## src/core/icc_defines.svh

```systemverilog
// Purpose: Offsets, bit positions, reset values and timing counts of the interrupt controller
// Assumes: AHB-Lite byte addresses, one 32-bit word per register, 8-bit register data except the 12-bit event status and mask
// Notes:   Definitions only
`ifndef ICC_DEFINES_SVH
`define ICC_DEFINES_SVH

// Register byte addresses, compared against haddr[7:0]
`define ICC_ADDR_W            8
`define ICC_OFS_TIMER_CTRL    8'h00
`define ICC_OFS_IRQ_REQUEST   8'h04
`define ICC_OFS_TIMER_C_CTRL  8'h08
`define ICC_OFS_SERIAL_A_CTRL 8'h0c
`define ICC_OFS_SERIAL_B_CTRL 8'h10
`define ICC_OFS_ENABLE_A      8'h14
`define ICC_OFS_ENABLE_B      8'h18
`define ICC_OFS_ENABLE_C      8'h1c
`define ICC_OFS_PRIO_A        8'h20
`define ICC_OFS_PRIO_B        8'h24
`define ICC_OFS_EVT_STATUS    8'h28
`define ICC_OFS_EVT_MASK      8'h2c
`define ICC_OFS_SVC_STATUS    8'h30

`define ICC_REG_RST           8'h00
`define ICC_EVT_RST           12'h000
`define ICC_NSRC              12
`define ICC_NPIN              7

// Timer control register bits
`define ICC_TC_EDGE_A         0
`define ICC_TC_FLAG_A         1
`define ICC_TC_EDGE_B         2
`define ICC_TC_FLAG_B         3
`define ICC_TC_TIMER_A        5
`define ICC_TC_TIMER_B        7
// Request register bits
`define ICC_IR_EXT_C          1
`define ICC_IR_EXT_D          2
`define ICC_IR_EXT_E          3
`define ICC_IR_EXT_F          4
`define ICC_IR_EXT_G          5
`define ICC_IR_TIMER_C_EXT    6
`define ICC_IR_TIMER_C_OVF    7
// Timer C control register bits: 1 selects rising edge
`define ICC_T2_RISE_C         5
`define ICC_T2_RISE_D         6
// Serial control register bits
`define ICC_SC_RX             0
`define ICC_SC_TX             1
// Enable register A bits
`define ICC_EA_EXT_A          0
`define ICC_EA_TIMER_A        1
`define ICC_EA_EXT_B          2
`define ICC_EA_TIMER_B        3
`define ICC_EA_SERIAL_A       4
`define ICC_EA_TIMER_C        5
`define ICC_EA_GLOBAL         7
// Enable register B bits
`define ICC_EB_EXT_C          0
`define ICC_EB_EXT_D          1
`define ICC_EB_EXT_E          2
`define ICC_EB_EXT_F          3
`define ICC_EB_EXT_G          4
// Enable register C bits
`define ICC_EC_SERIAL_B       0

// Vectors in polling order
`define ICC_VEC_EXT_A         16'h0003
`define ICC_VEC_SERIAL_B      16'h0083
`define ICC_VEC_TIMER_A       16'h000b
`define ICC_VEC_EXT_C         16'h004b
`define ICC_VEC_EXT_B         16'h0013
`define ICC_VEC_EXT_D         16'h0053
`define ICC_VEC_TIMER_B       16'h001b
`define ICC_VEC_EXT_E         16'h005b
`define ICC_VEC_SERIAL_A      16'h0023
`define ICC_VEC_EXT_F         16'h0063
`define ICC_VEC_TIMER_C       16'h002b
`define ICC_VEC_EXT_G         16'h006b

// Detect takes one cycle, the forced call six
`define ICC_DETECT_CYCLES     1
`define ICC_CALL_CYCLES       3'h6

`endif

```

## src/core/icc_pkg.sv

```systemverilog
// Purpose: Types of the interrupt controller
// Assumes: Used by icc_ctrl and the verification files
// Notes:   Constants live in icc_defines.svh
package icc_pkg;

   typedef enum logic [1:0] {ST_IDLE, ST_WR, ST_RDW, ST_RDD} icc_bus_e;

   typedef struct packed {
      logic       timer_a_ovf;
      logic       timer_b_ovf;
      logic       timer_c_ovf;
      logic       timer_c_ext;
      logic       serial_a_rx;
      logic       serial_a_tx;
      logic       serial_b_rx;
      logic       serial_b_tx;
      logic [3:0] cc_evt;
   } icc_periph_s;

   typedef struct packed {
      logic instr_cycle;
      logic return_from_interrupt_instruction;
   } icc_core_s;

   typedef struct packed {
      logic        req;
      logic [15:0] vec;
      logic [1:0]  lvl;
   } icc_call_s;

endpackage

```

## src/core/icc_ctrl.sv

```systemverilog
// Purpose: Twelve-source interrupt controller with AHB-Lite register access
// Assumes: Single clock hclk, core gives instruction-cycle and return pulses
// Notes:   Zero-wait writes, one-wait reads
//
// What this block does
// - Twelve sources, pins and internal events, each set their own software-visible request flag.
// - After reset every source is disabled until software enables it.
// - Four priority levels come from the two priority registers.
// - Priority is set per group of two sources, six groups as paired in polling order.
// - Pins A and B request on low level, or on a falling edge when selected in the timer control register.
// - Pins C and D trigger on falling edge or optionally rising; pins E, F and G on rising edge only.
// - Timer C capture and compare events set the flags of pins D to G.
// - A condition sets its flag even when the source is disabled.
// - Flags are sampled by hardware every cycle.
// - A pending enabled request forces a long call to its vector at the next instruction cycle.
// - An active service routine is preempted only by a strictly higher level.
// - The return instruction ends service at the current level and reopens lower preemption.
// - Least latency is seven cycles, one to detect and six for the long call.
// - Only the timer A and timer B overflow flags clear by hardware when their routine is called.
// - Sources are polled in a fixed order from pin A to pin G.
// - Each source has its fixed vector address.
//
// Register access over AHB-Lite and the register offsets were decided locally.
`timescale 1ns/1ps
`include "icc_defines.svh"
module icc_ctrl (
   input  wire logic                hclk,
   input  wire logic                hresetn,
   input  wire logic                hsel,
   input  wire logic [31:0]         haddr,
   input  wire logic [1:0]          htrans,
   input  wire logic                hwrite,
   input  wire logic [2:0]          hsize,
   input  wire logic [31:0]         hwdata,
   input  wire logic                hready,
   output logic                     hreadyout,
   output logic [31:0]              hrdata,
   output logic                     hresp,
   input  wire logic                ext_irq_pin_a,
   input  wire logic                ext_irq_pin_b,
   input  wire logic                ext_irq_pin_c,
   input  wire logic                ext_irq_pin_d,
   input  wire logic                ext_irq_pin_e,
   input  wire logic                ext_irq_pin_f,
   input  wire logic                ext_irq_pin_g,
   input  wire icc_pkg::icc_periph_s periph_evt,
   input  wire icc_pkg::icc_core_s   core_in,
   output icc_pkg::icc_call_s        call_out,
   output logic [3:0]               svc_levels,
   output logic                     irq
);
   import icc_pkg::*;

   // Bus state
   icc_bus_e                  bus_st_r;
   icc_bus_e                  bus_st_nxt;
   logic [`ICC_ADDR_W-1:0]    addr_r;
   logic                      hreadyout_r;
   logic [31:0]               hrdata_r;

   // Registers
   logic [7:0]                timer_control_reg_r;
   logic [7:0]                irq_request_reg_r;
   logic [7:0]                timer_c_control_reg_r;
   logic [7:0]                serial_a_control_reg_r;
   logic [7:0]                serial_b_control_reg_r;
   logic [7:0]                irq_enable_reg_a_r;
   logic [7:0]                irq_enable_reg_b_r;
   logic [7:0]                irq_enable_reg_c_r;
   logic [7:0]                irq_priority_reg_a_r;
   logic [7:0]                irq_priority_reg_b_r;
   logic [`ICC_NSRC-1:0]      evt_st_r;
   logic [`ICC_NSRC-1:0]      evt_mask_r;
   logic                      irq_r;

   // Call sequencing
   logic [3:0]                svc_r;
   logic                      sel_ok_r;
   logic [3:0]                sel_idx_r;
   logic [1:0]                sel_lvl_r;
   logic [2:0]                busy_cnt_r;
   icc_call_s                 call_r;

   // Pin detectors
   logic [`ICC_NPIN-1:0]      pin_raw;
   logic [`ICC_NPIN-1:0]      pin_low;
   logic [`ICC_NPIN-1:0]      pin_rise;
   logic [`ICC_NPIN-1:0]      pin_fall;

   assign pin_raw = {ext_irq_pin_g, ext_irq_pin_f, ext_irq_pin_e, ext_irq_pin_d,
                     ext_irq_pin_c, ext_irq_pin_b, ext_irq_pin_a};

   // One synchroniser and edge detector per pin
   genvar gp;
   generate
      for (gp = 0; gp < `ICC_NPIN; gp++) begin : g_pin
         icc_pin_edge u_edge (
            .hclk     (hclk),
            .hresetn  (hresetn),
            .pin_raw  (pin_raw[gp]),
            .pin_low  (pin_low[gp]),
            .pin_rise (pin_rise[gp]),
            .pin_fall (pin_fall[gp])
         );
      end
   endgenerate

   // Address phase and decode
   wire                       addr_ok  = hsel & htrans[1] & hready;
   wire                       wr_now   = (bus_st_r == ST_WR);
   wire [7:0]                 wd       = hwdata[7:0];
   wire                       wr_tc    = wr_now & (addr_r == `ICC_OFS_TIMER_CTRL);
   wire                       wr_ir    = wr_now & (addr_r == `ICC_OFS_IRQ_REQUEST);
   wire                       wr_t2    = wr_now & (addr_r == `ICC_OFS_TIMER_C_CTRL);
   wire                       wr_sa    = wr_now & (addr_r == `ICC_OFS_SERIAL_A_CTRL);
   wire                       wr_sb    = wr_now & (addr_r == `ICC_OFS_SERIAL_B_CTRL);
   wire                       wr_ea    = wr_now & (addr_r == `ICC_OFS_ENABLE_A);
   wire                       wr_eb    = wr_now & (addr_r == `ICC_OFS_ENABLE_B);
   wire                       wr_ec    = wr_now & (addr_r == `ICC_OFS_ENABLE_C);
   wire                       wr_pa    = wr_now & (addr_r == `ICC_OFS_PRIO_A);
   wire                       wr_pb    = wr_now & (addr_r == `ICC_OFS_PRIO_B);
   wire                       wr_es    = wr_now & (addr_r == `ICC_OFS_EVT_STATUS);
   wire                       wr_em    = wr_now & (addr_r == `ICC_OFS_EVT_MASK);

   // Trigger conditions
   wire set_ext_a = timer_control_reg_r[`ICC_TC_EDGE_A] ? pin_fall[0] : pin_low[0];
   wire set_ext_b = timer_control_reg_r[`ICC_TC_EDGE_B] ? pin_fall[1] : pin_low[1];
   wire set_ext_c = timer_c_control_reg_r[`ICC_T2_RISE_C] ? pin_rise[2] : pin_fall[2];
   wire set_ext_d = (timer_c_control_reg_r[`ICC_T2_RISE_D] ? pin_rise[3] : pin_fall[3])
                    | periph_evt.cc_evt[0];
   wire set_ext_e = pin_rise[4] | periph_evt.cc_evt[1];
   wire set_ext_f = pin_rise[5] | periph_evt.cc_evt[2];
   wire set_ext_g = pin_rise[6] | periph_evt.cc_evt[3];

   // Hardware sets, in register layout
   wire [7:0] tc_set = ({7'h00, set_ext_a} << `ICC_TC_FLAG_A) | ({7'h00, set_ext_b} << `ICC_TC_FLAG_B)
                     | ({7'h00, periph_evt.timer_a_ovf} << `ICC_TC_TIMER_A)
                     | ({7'h00, periph_evt.timer_b_ovf} << `ICC_TC_TIMER_B);
   wire [7:0] ir_set = ({7'h00, set_ext_c} << `ICC_IR_EXT_C) | ({7'h00, set_ext_d} << `ICC_IR_EXT_D)
                     | ({7'h00, set_ext_e} << `ICC_IR_EXT_E) | ({7'h00, set_ext_f} << `ICC_IR_EXT_F)
                     | ({7'h00, set_ext_g} << `ICC_IR_EXT_G)
                     | ({7'h00, periph_evt.timer_c_ext} << `ICC_IR_TIMER_C_EXT)
                     | ({7'h00, periph_evt.timer_c_ovf} << `ICC_IR_TIMER_C_OVF);
   wire [7:0] sa_set = ({7'h00, periph_evt.serial_a_rx} << `ICC_SC_RX)
                     | ({7'h00, periph_evt.serial_a_tx} << `ICC_SC_TX);
   wire [7:0] sb_set = ({7'h00, periph_evt.serial_b_rx} << `ICC_SC_RX)
                     | ({7'h00, periph_evt.serial_b_tx} << `ICC_SC_TX);

   // Request per source in polling order
   wire [`ICC_NSRC-1:0] req = {
      irq_request_reg_r[`ICC_IR_EXT_G],
      irq_request_reg_r[`ICC_IR_TIMER_C_OVF] | irq_request_reg_r[`ICC_IR_TIMER_C_EXT],
      irq_request_reg_r[`ICC_IR_EXT_F],
      serial_a_control_reg_r[`ICC_SC_RX] | serial_a_control_reg_r[`ICC_SC_TX],
      irq_request_reg_r[`ICC_IR_EXT_E],
      timer_control_reg_r[`ICC_TC_TIMER_B],
      irq_request_reg_r[`ICC_IR_EXT_D],
      timer_control_reg_r[`ICC_TC_FLAG_B],
      irq_request_reg_r[`ICC_IR_EXT_C],
      timer_control_reg_r[`ICC_TC_TIMER_A],
      serial_b_control_reg_r[`ICC_SC_RX] | serial_b_control_reg_r[`ICC_SC_TX],
      timer_control_reg_r[`ICC_TC_FLAG_A]};

   // Raw condition events for the event status, same order
   wire [`ICC_NSRC-1:0] evt_set = {
      set_ext_g, periph_evt.timer_c_ovf | periph_evt.timer_c_ext, set_ext_f,
      periph_evt.serial_a_rx | periph_evt.serial_a_tx, set_ext_e, periph_evt.timer_b_ovf,
      set_ext_d, set_ext_b, set_ext_c, periph_evt.timer_a_ovf,
      periph_evt.serial_b_rx | periph_evt.serial_b_tx, set_ext_a};

   wire [`ICC_NSRC-1:0] en = {
      irq_enable_reg_b_r[`ICC_EB_EXT_G], irq_enable_reg_a_r[`ICC_EA_TIMER_C],
      irq_enable_reg_b_r[`ICC_EB_EXT_F], irq_enable_reg_a_r[`ICC_EA_SERIAL_A],
      irq_enable_reg_b_r[`ICC_EB_EXT_E], irq_enable_reg_a_r[`ICC_EA_TIMER_B],
      irq_enable_reg_b_r[`ICC_EB_EXT_D], irq_enable_reg_a_r[`ICC_EA_EXT_B],
      irq_enable_reg_b_r[`ICC_EB_EXT_C], irq_enable_reg_a_r[`ICC_EA_TIMER_A],
      irq_enable_reg_c_r[`ICC_EC_SERIAL_B], irq_enable_reg_a_r[`ICC_EA_EXT_A]};

   // Pending and enabled
   wire [`ICC_NSRC-1:0] cand = req & en & {`ICC_NSRC{irq_enable_reg_a_r[`ICC_EA_GLOBAL]}};

   // Level per source: group is index over two
   logic [1:0] lvl [`ICC_NSRC];
   genvar gs;
   generate
      for (gs = 0; gs < `ICC_NSRC; gs++) begin : g_lvl
         assign lvl[gs] = {irq_priority_reg_b_r[gs/2], irq_priority_reg_a_r[gs/2]};
      end
   endgenerate

   // Winner: highest level, earliest in polling order on a tie
   logic       win_ok;
   logic [3:0] win_idx;
   logic [1:0] win_lvl;
   always_comb begin
      win_ok  = 1'b0;
      win_idx = 4'h0;
      win_lvl = 2'h0;
      for (int i = `ICC_NSRC - 1; i >= 0; i--) begin
         if (cand[i] && (!win_ok || lvl[i] >= win_lvl)) begin
            win_ok  = 1'b1;
            win_idx = 4'(i);
            win_lvl = lvl[i];
         end
      end
   end

   // Highest active service level
   wire       svc_any = |svc_r;
   wire [1:0] top_lvl = svc_r[3] ? 2'h3 : svc_r[2] ? 2'h2 : svc_r[1] ? 2'h1 : 2'h0;
   wire       preempt_ok = !svc_any || (win_lvl > top_lvl);

   // Take the call at the instruction boundary after detection
   wire       take = sel_ok_r & core_in.instr_cycle & (busy_cnt_r == 3'h0);
   wire [3:0] take_mask = take ? (4'h1 << sel_lvl_r) : 4'h0;
   wire [3:0] return_from_interrupt_instruction_mask = !core_in.return_from_interrupt_instruction ? 4'h0 :
                          svc_r[3] ? 4'h8 : svc_r[2] ? 4'h4 : svc_r[1] ? 4'h2 : svc_r[0] ? 4'h1 : 4'h0;
   wire [3:0] svc_nxt = (svc_r & ~return_from_interrupt_instruction_mask) | take_mask;

   // Hardware clears of the timer A and B flags on their call
   wire       clr_tim_a = take & (sel_idx_r == 4'h2);
   wire       clr_tim_b = take & (sel_idx_r == 4'h6);
   wire [7:0] tc_clr = ({7'h00, clr_tim_a} << `ICC_TC_TIMER_A) | ({7'h00, clr_tim_b} << `ICC_TC_TIMER_B);

   // Flag next values: hardware set wins over clear
   wire [7:0] tc_nxt = ((wr_tc ? wd : timer_control_reg_r) & ~tc_clr) | tc_set;
   wire [7:0] ir_nxt = (wr_ir ? wd : irq_request_reg_r) | ir_set;
   wire [7:0] sa_nxt = (wr_sa ? wd : serial_a_control_reg_r) | sa_set;
   wire [7:0] sb_nxt = (wr_sb ? wd : serial_b_control_reg_r) | sb_set;
   wire [`ICC_NSRC-1:0] es_nxt = (evt_st_r & ~(wr_es ? hwdata[`ICC_NSRC-1:0] : `ICC_EVT_RST)) | evt_set;

   // Vector lookup
   logic [15:0] sel_vec;
   always_comb begin
      unique case (sel_idx_r)
         4'h0:    sel_vec = `ICC_VEC_EXT_A;
         4'h1:    sel_vec = `ICC_VEC_SERIAL_B;
         4'h2:    sel_vec = `ICC_VEC_TIMER_A;
         4'h3:    sel_vec = `ICC_VEC_EXT_C;
         4'h4:    sel_vec = `ICC_VEC_EXT_B;
         4'h5:    sel_vec = `ICC_VEC_EXT_D;
         4'h6:    sel_vec = `ICC_VEC_TIMER_B;
         4'h7:    sel_vec = `ICC_VEC_EXT_E;
         4'h8:    sel_vec = `ICC_VEC_SERIAL_A;
         4'h9:    sel_vec = `ICC_VEC_EXT_F;
         4'ha:    sel_vec = `ICC_VEC_TIMER_C;
         4'hb:    sel_vec = `ICC_VEC_EXT_G;
         default: sel_vec = `ICC_VEC_EXT_A;
      endcase
   end

   // Read mux
   logic [7:0] rd_byte;
   logic [`ICC_NSRC-1:0] rd_wide;
   always_comb begin
      rd_byte = 8'h00;
      rd_wide = `ICC_EVT_RST;
      unique case (addr_r)
         `ICC_OFS_TIMER_CTRL:    rd_byte = timer_control_reg_r;
         `ICC_OFS_IRQ_REQUEST:   rd_byte = irq_request_reg_r;
         `ICC_OFS_TIMER_C_CTRL:  rd_byte = timer_c_control_reg_r;
         `ICC_OFS_SERIAL_A_CTRL: rd_byte = serial_a_control_reg_r;
         `ICC_OFS_SERIAL_B_CTRL: rd_byte = serial_b_control_reg_r;
         `ICC_OFS_ENABLE_A:      rd_byte = irq_enable_reg_a_r;
         `ICC_OFS_ENABLE_B:      rd_byte = irq_enable_reg_b_r;
         `ICC_OFS_ENABLE_C:      rd_byte = irq_enable_reg_c_r;
         `ICC_OFS_PRIO_A:        rd_byte = irq_priority_reg_a_r;
         `ICC_OFS_PRIO_B:        rd_byte = irq_priority_reg_b_r;
         `ICC_OFS_EVT_STATUS:    rd_wide = evt_st_r;
         `ICC_OFS_EVT_MASK:      rd_wide = evt_mask_r;
         `ICC_OFS_SVC_STATUS:    rd_byte = {busy_cnt_r != 3'h0, 3'h0, svc_r};
         default:                rd_byte = 8'h00;
      endcase
   end
   wire [31:0] rd_word = {20'h00000, rd_wide} | {24'h000000, rd_byte};

   // Bus sequencing: reads take one wait state
   always_comb begin
      unique case (bus_st_r)
         ST_RDW:  bus_st_nxt = ST_RDD;
         default: bus_st_nxt = addr_ok ? (hwrite ? ST_WR : ST_RDW) : ST_IDLE;
      endcase
   end

   always_ff @(posedge hclk or negedge hresetn) begin
      if (!hresetn) begin
         bus_st_r    <= ST_IDLE;
         addr_r      <= `ICC_REG_RST;
         hreadyout_r <= 1'b1;
         hrdata_r    <= 32'h00000000;
      end else begin
         bus_st_r    <= bus_st_nxt;
         hreadyout_r <= (bus_st_nxt != ST_RDW);
         if (addr_ok) begin
            addr_r <= haddr[`ICC_ADDR_W-1:0];
         end
         if (bus_st_r == ST_RDW) begin
            hrdata_r <= rd_word;
         end
      end
   end

   // Flags and configuration, all cleared at reset
   always_ff @(posedge hclk or negedge hresetn) begin
      if (!hresetn) begin
         timer_control_reg_r    <= `ICC_REG_RST;
         irq_request_reg_r      <= `ICC_REG_RST;
         timer_c_control_reg_r  <= `ICC_REG_RST;
         serial_a_control_reg_r <= `ICC_REG_RST;
         serial_b_control_reg_r <= `ICC_REG_RST;
         irq_enable_reg_a_r     <= `ICC_REG_RST;
         irq_enable_reg_b_r     <= `ICC_REG_RST;
         irq_enable_reg_c_r     <= `ICC_REG_RST;
         irq_priority_reg_a_r   <= `ICC_REG_RST;
         irq_priority_reg_b_r   <= `ICC_REG_RST;
         evt_st_r               <= `ICC_EVT_RST;
         evt_mask_r             <= `ICC_EVT_RST;
         irq_r                  <= 1'b0;
      end else begin
         timer_control_reg_r    <= tc_nxt;
         irq_request_reg_r      <= ir_nxt;
         serial_a_control_reg_r <= sa_nxt;
         serial_b_control_reg_r <= sb_nxt;
         evt_st_r               <= es_nxt;
         irq_r                  <= |(es_nxt & evt_mask_r);
         if (wr_t2) timer_c_control_reg_r <= wd;
         if (wr_ea) irq_enable_reg_a_r <= wd;
         if (wr_eb) irq_enable_reg_b_r <= wd;
         if (wr_ec) irq_enable_reg_c_r <= wd;
         if (wr_pa) irq_priority_reg_a_r <= wd;
         if (wr_pb) irq_priority_reg_b_r <= wd;
         if (wr_em) evt_mask_r <= hwdata[`ICC_NSRC-1:0];
      end
   end

   // Detection stage and forced call
   always_ff @(posedge hclk or negedge hresetn) begin
      if (!hresetn) begin
         sel_ok_r   <= 1'b0;
         sel_idx_r  <= 4'h0;
         sel_lvl_r  <= 2'h0;
         svc_r      <= 4'h0;
         busy_cnt_r <= 3'h0;
         call_r     <= '0;
      end else begin
         sel_ok_r   <= win_ok & preempt_ok & ~take;
         sel_idx_r  <= win_idx;
         sel_lvl_r  <= win_lvl;
         svc_r      <= svc_nxt;
         call_r.req <= take;
         if (take) begin
            call_r.vec <= sel_vec;
            call_r.lvl <= sel_lvl_r;
            busy_cnt_r <= `ICC_CALL_CYCLES;
         end else if (busy_cnt_r != 3'h0) begin
            busy_cnt_r <= busy_cnt_r - 3'h1;
         end
      end
   end

   assign hreadyout  = hreadyout_r;
   assign hrdata     = hrdata_r;
   assign hresp      = 1'b0;
   assign call_out   = call_r;
   assign svc_levels = svc_r;
   assign irq        = irq_r;
endmodule

```

## src/core/icc_pin_edge.sv

```systemverilog
// Purpose: Synchronise one interrupt pin and report its level and edges
// Assumes: Pin is asynchronous to hclk
// Notes:   Edges are one-cycle pulses
`timescale 1ns/1ps
module icc_pin_edge (
   input  wire logic hclk,
   input  wire logic hresetn,
   input  wire logic pin_raw,
   output logic      pin_low,
   output logic      pin_rise,
   output logic      pin_fall
);
   logic sync1_r;
   logic sync2_r;
   logic prev_r;

   always_ff @(posedge hclk or negedge hresetn) begin
      if (!hresetn) begin
         sync1_r <= 1'b1;
         sync2_r <= 1'b1;
         prev_r  <= 1'b1;
      end else begin
         sync1_r <= pin_raw;
         sync2_r <= sync1_r;
         prev_r  <= sync2_r;
      end
   end

   assign pin_low  = ~sync2_r;
   assign pin_rise = sync2_r & ~prev_r;
   assign pin_fall = ~sync2_r & prev_r;
endmodule

```

## config.mk

```make
export PLATFORM = sky130hd
export DESIGN_NAME = icc_ctrl
export DESIGN_NICKNAME = d
export VERILOG_FILES = /design/src/core/icc_pkg.sv /design/src/core/icc_ctrl.sv /design/src/core/icc_pin_edge.sv
export VERILOG_INCLUDE_DIRS = /design/src /design/src/core
export SDC_FILE = /design/constraint.sdc
export NUM_CORES = 1
export LEC_CHECK = 0
export BUFFER_PORTS_ARGS = -buffer_cell sky130_fd_sc_hd__buf_2
export CELL_PAD_IN_SITES_DETAIL_PLACEMENT = 0
export CELL_PAD_IN_SITES_GLOBAL_PLACEMENT = 1
export CORE_ASPECT_RATIO = 1.2
export CORE_MARGIN = 2
export CORE_UTILIZATION = 25
export DETAILED_ROUTE_END_ITERATION = 10
export MAX_ROUTING_LAYER = met4
export PLACE_DENSITY_LB_ADDON = 0.12
export SYNTH_ARGS = -nofsm -noshare
export SYNTH_HDL_FRONTEND = slang
export SYNTH_SLANG_ARGS = --single-unit
```

## constraint.sdc

```tcl
create_clock -name hclk -period 19.85 [get_ports hclk]
set_clock_uncertainty 0.1 [all_clocks]
set_input_delay 1.985 -clock hclk [delete_from_list [all_inputs] [get_ports hclk]]
set_output_delay 1.985 -clock hclk [all_outputs]
set_load 0.01 [all_outputs]
```

==> results.txt <==
The critical path's largest stage delay is 0.50 ns. Based on the critical path, the design can be clocked at up to 68.0 MHz. The netlist uses 69 different library cells. The number of global-route vias before repair came out at 6506. The number of design rule violations left after detail routing came out at 0. The die is 205 µm tall.

The setup slack of the worst register-to-register path came out at 5.14 ns. The sequential standard cell area is 4330 µm². The critical path in this run is classified as reg -> reg. The worst path required time is 20.06 ns. The critical path launch point is irq_request_reg_r[7]. The multi-input logic area came out at 3740 µm². Setup repair after global routing left no endpoint under its margin. Summing all placed instances gives a cell area of 9200 µm². The detailed-routing iteration count for the pre-antenna-repair pass is 5.

The area of the mapped netlist came out at 8390 µm². The worst min-delay path class is reg -> reg. The routability congestion estimate from global placement came out at 0.815. Clock-pin slew was measured on the worst setup and hold paths at 0.06 ns. The tree is rooted in a sky130_fd_sc_hd__clkbuf_16. The most frequently used flop master after synthesis is sky130_fd_sc_hd__dfrtp_1. The maximum number of buffers from clock root to sink came out at 2. The cts-stage hold buffer count came out at 0. Yosys attributes the largest share of cell area to sky130_fd_sc_hd__dfrtp_1 45%, sky130_fd_sc_hd__mux2_2 12%, sky130_fd_sc_hd__dfstp_2 6.9%, sky130_fd_sc_hd__nand2_1 2.9%, sky130_fd_sc_hd__buf_4 2.9%. The area of all placed cells without fillers is 9780 µm².

The core region is 33100 µm². The flow ran to the end, and the final reports show no timing, DRC or antenna violations. The number of cell rows is 73. The average cell area after synthesis came out at 11.4 µm². The overall global routing resource usage is 16.4%. The path depth of the worst reg2reg path is 65. The worst-skew pair later-pin latency is 0.43 ns. The quantity of I/O buffers inserted on ports came out at 74. The final critical path time including I/O delays and setup came out at 14.71 ns. In the finished design, the share of the clock period the worst path needs comes to 74.1%. The number of antenna violations at the first check in global routing is 0. The slew at the pin closest to its max-slew limit came out at 1.14 ns. The kind of launch point of the worst setup path is a flip-flop. The number of failing setup endpoints in the final timing report came out at 0. IR analysis of the VDD net gives a maximum drop of 0.0490 mV. The total length of routed wires came out at 26600 µm. The die width is 171 µm.

The cell seen most often among critical-path stages is sky130_fd_sc_hd__ha_1. The count of flip-flops with a built-in enable after synthesis is 0. Global routing finished with a remaining overflow of 0. In this run the static leakage power is 0.00412 µW. The largest net degree at the start of global routing came out at 70. The worst register-to-register path ends at sel_ok_r. Among all stages on the critical path, the largest delay is contributed by sky130_fd_sc_hd__a221oi_1.

The first global-routing pass estimated 41000 µm of wire. The initial core utilization is 25.4%. The TritonCTS clock tree is yes. The number of levels in the clock H-tree came out at 4.

The final layout net count came out at 923. The worst setup path is captured at a flip-flop. The number of buffers created by CTS came out at 17.

Dividing the detail-routed wire length by the instance count gives 20.9 µm. The number of filler cells placed in the layout is 3444. The tool flagged a number of max-cap violations equal to 0. The final antenna diode count is 0. In the synthesized netlist, the number of instances is 735. The count of pins on the block boundary is 153. From synthesis to final layout, the design area changed by 16.6%. The layout cell share with drive strength beyond 1 came out at 30.0%. For this run, the number of Yosys warnings is 0.

The data arrival time of the critical path is 14.92 ns. The power per cell area is 111 nW/µm². The starting DRC count in detailed routing is 331. The number of storage elements in the synthesis netlist came out at 172. The total number of clock tree sinks came out at 172.

In this run the critical register-to-register path is launched from irq_request_reg_r[7]. Once detail routing completed, the nets flagged for antenna violations numbered 0. The proportion of register bits with asynchronous set or reset after synthesis came out at 100%. The headroom to the max-slew limit came out at 24.0%. In this run the worst setup path terminates at sel_ok_r.

Using the TritonRoute via totals, the vias-per-cell ratio works out to 4.88. The top cell type by area accounts for 44.7% of the synthesized area. The number of vias after detailed routing came out at 6222. Measured on the finished design, the core utilization comes to 29.6%. The hold violation total from the final report came to 0.

In the layout the commonest cells are 150 x sky130_fd_sc_hd__dfrtp_1, 87 x sky130_fd_sc_hd__mux2_2, 73 x sky130_fd_sc_hd__buf_2. The final number of max-transition violations is 0. The share of synthesized area occupied by flip-flops and latches came out at 51.6%. Once detailed placement completed, the half-perimeter wirelength came to 19300 µm.

The most common cell after layout, fill and taps aside is sky130_fd_sc_hd__dfrtp_1. The die outline area is 35000 µm². For the final routed database, the setup TNS stands at 0 ns.

The count of instances resized after the clock tree is built is 0. The post-CTS repair timing setup buffer count came out at 0. The highest fanout seen on the critical path is 7.

The synthesized design spends more area on one cell type than any other, namely sky130_fd_sc_hd__dfrtp_1.
## Yosys cell counts (all sizes together), types with 5 or more instances
library cell and number:
mux2 89, clkbuf 26, a22o 18, a22oi 23
nand2 65, dfstp 22, nand2b 11, nor2 41
nand3 21, a211o 12, dfrtp 150, nand4 5
a21o 9, a21bo 5, buf 33, and3 18
mux2i 7, o21ai 15, inv 22, a221oi 17
a41oi 5, a222oi 5, nor2b 13, ha 17
a21oi 24
## how the worst min path moves through the flow
stage | depth (start not counted) | slack [ns] | startpoint | to
floorplan | 0 | 0.25 | g_pin[0].u_edge.sync1_r | g_pin[0].u_edge.sync2_r
global placement | 0 | 0.25 | g_pin[1].u_edge.sync1_r | g_pin[1].u_edge.sync2_r
detailed placement | 0 | 0.25 | g_pin[4].u_edge.sync1_r | g_pin[4].u_edge.sync2_r
CTS | 0 | 0.26 | g_pin[4].u_edge.sync1_r | g_pin[4].u_edge.sync2_r
global route | 0 | 0.26 | g_pin[1].u_edge.sync1_r | g_pin[1].u_edge.sync2_r
finish | 0 | 0.26 | g_pin[6].u_edge.sync1_r | g_pin[6].u_edge.sync2_r
## sequential cells by signal (all words and copies together), names as in the netlist, 8 cells and up
signal / cells
irq_enable_reg_b_r: 8
irq_priority_reg_a_r: 8
addr_r: 8
irq_priority_reg_b_r: 8
timer_control_reg_r: 8
hrdata: 12
evt_mask_r: 12
serial_b_control_reg_r: 8
evt_st_r: 12
call_out: 9
irq_enable_reg_c_r: 8
serial_a_control_reg_r: 8
irq_request_reg_r: 8
timer_c_control_reg_r: 8
irq_enable_reg_a_r: 8
## worst max-delay path, delay by kind of cell, from the launching register on
kind / cells / cell delay, ns
AOI/OAI and AO/OA: 28 / 6.09
and+or+nand+nor: 20 / 3.26
adders and majority gates: 12 / 3.19
muxes: 4 / 1.43
DFF: 1 / 0.46
buffers and inverters: 1 / 0.05
## cell type report
class,count,area share [%]
sequential,172,44.3
multi-input combinational,511,38.3
tap,450,5.75
clock buffer,23,4.88
timing repair buffer,87,4.85
clock inverter,9,1.14
inverter,22,0.844
## kinds of logic after synthesis
group | count (synthesis) | share of synthesized area [%]
AND/OR/NAND/NOR | 199 | 11.8
flip-flops | 172 | 51.6
AO/OA/AOI/OAI | 168 | 15.9
multiplexers | 96 | 12.9
buffers and inverters | 81 | 5.07
adder cells (fa/ha/maj) | 18 | 2.67
other | 1 | 0.0447
## routing by layer
metal  share of wire, %  GRT usage, %  routed length (µm)  vias to the layer above
li1                   -             -                   -                     2816
met1                 43          20.0               11500                     3206
met2                 51          27.8               13500                      173
met3                4.1          2.65                1100                       27
met4                1.8          4.87                 474                        0
met5                  0             -                   0                        -
## through the flow
stage | total power, µW | hold slack, ns | std cells | worst slack, ns
after CTS | 1100 | 0.257 | 1274 | 5.04
after floorplan | 659 | 0.245 | 764 | 7.03
after detailed placement | 756 | 0.247 | 1242 | 5.08
final | 1080 | 0.256 | 1274 | 5.14
after global placement | 748 | 0.246 | 1242 | 5.30
after global routing | 1160 | 0.260 | 1274 | 3.84
## power by group
group	internal, µW	switching, µW	total (µW)
clock network	196	142	337
registers	413	48.8	462
logic	126	159	285
total	735	349	1080
No activity file was read; power rests on OpenSTA's default activity.
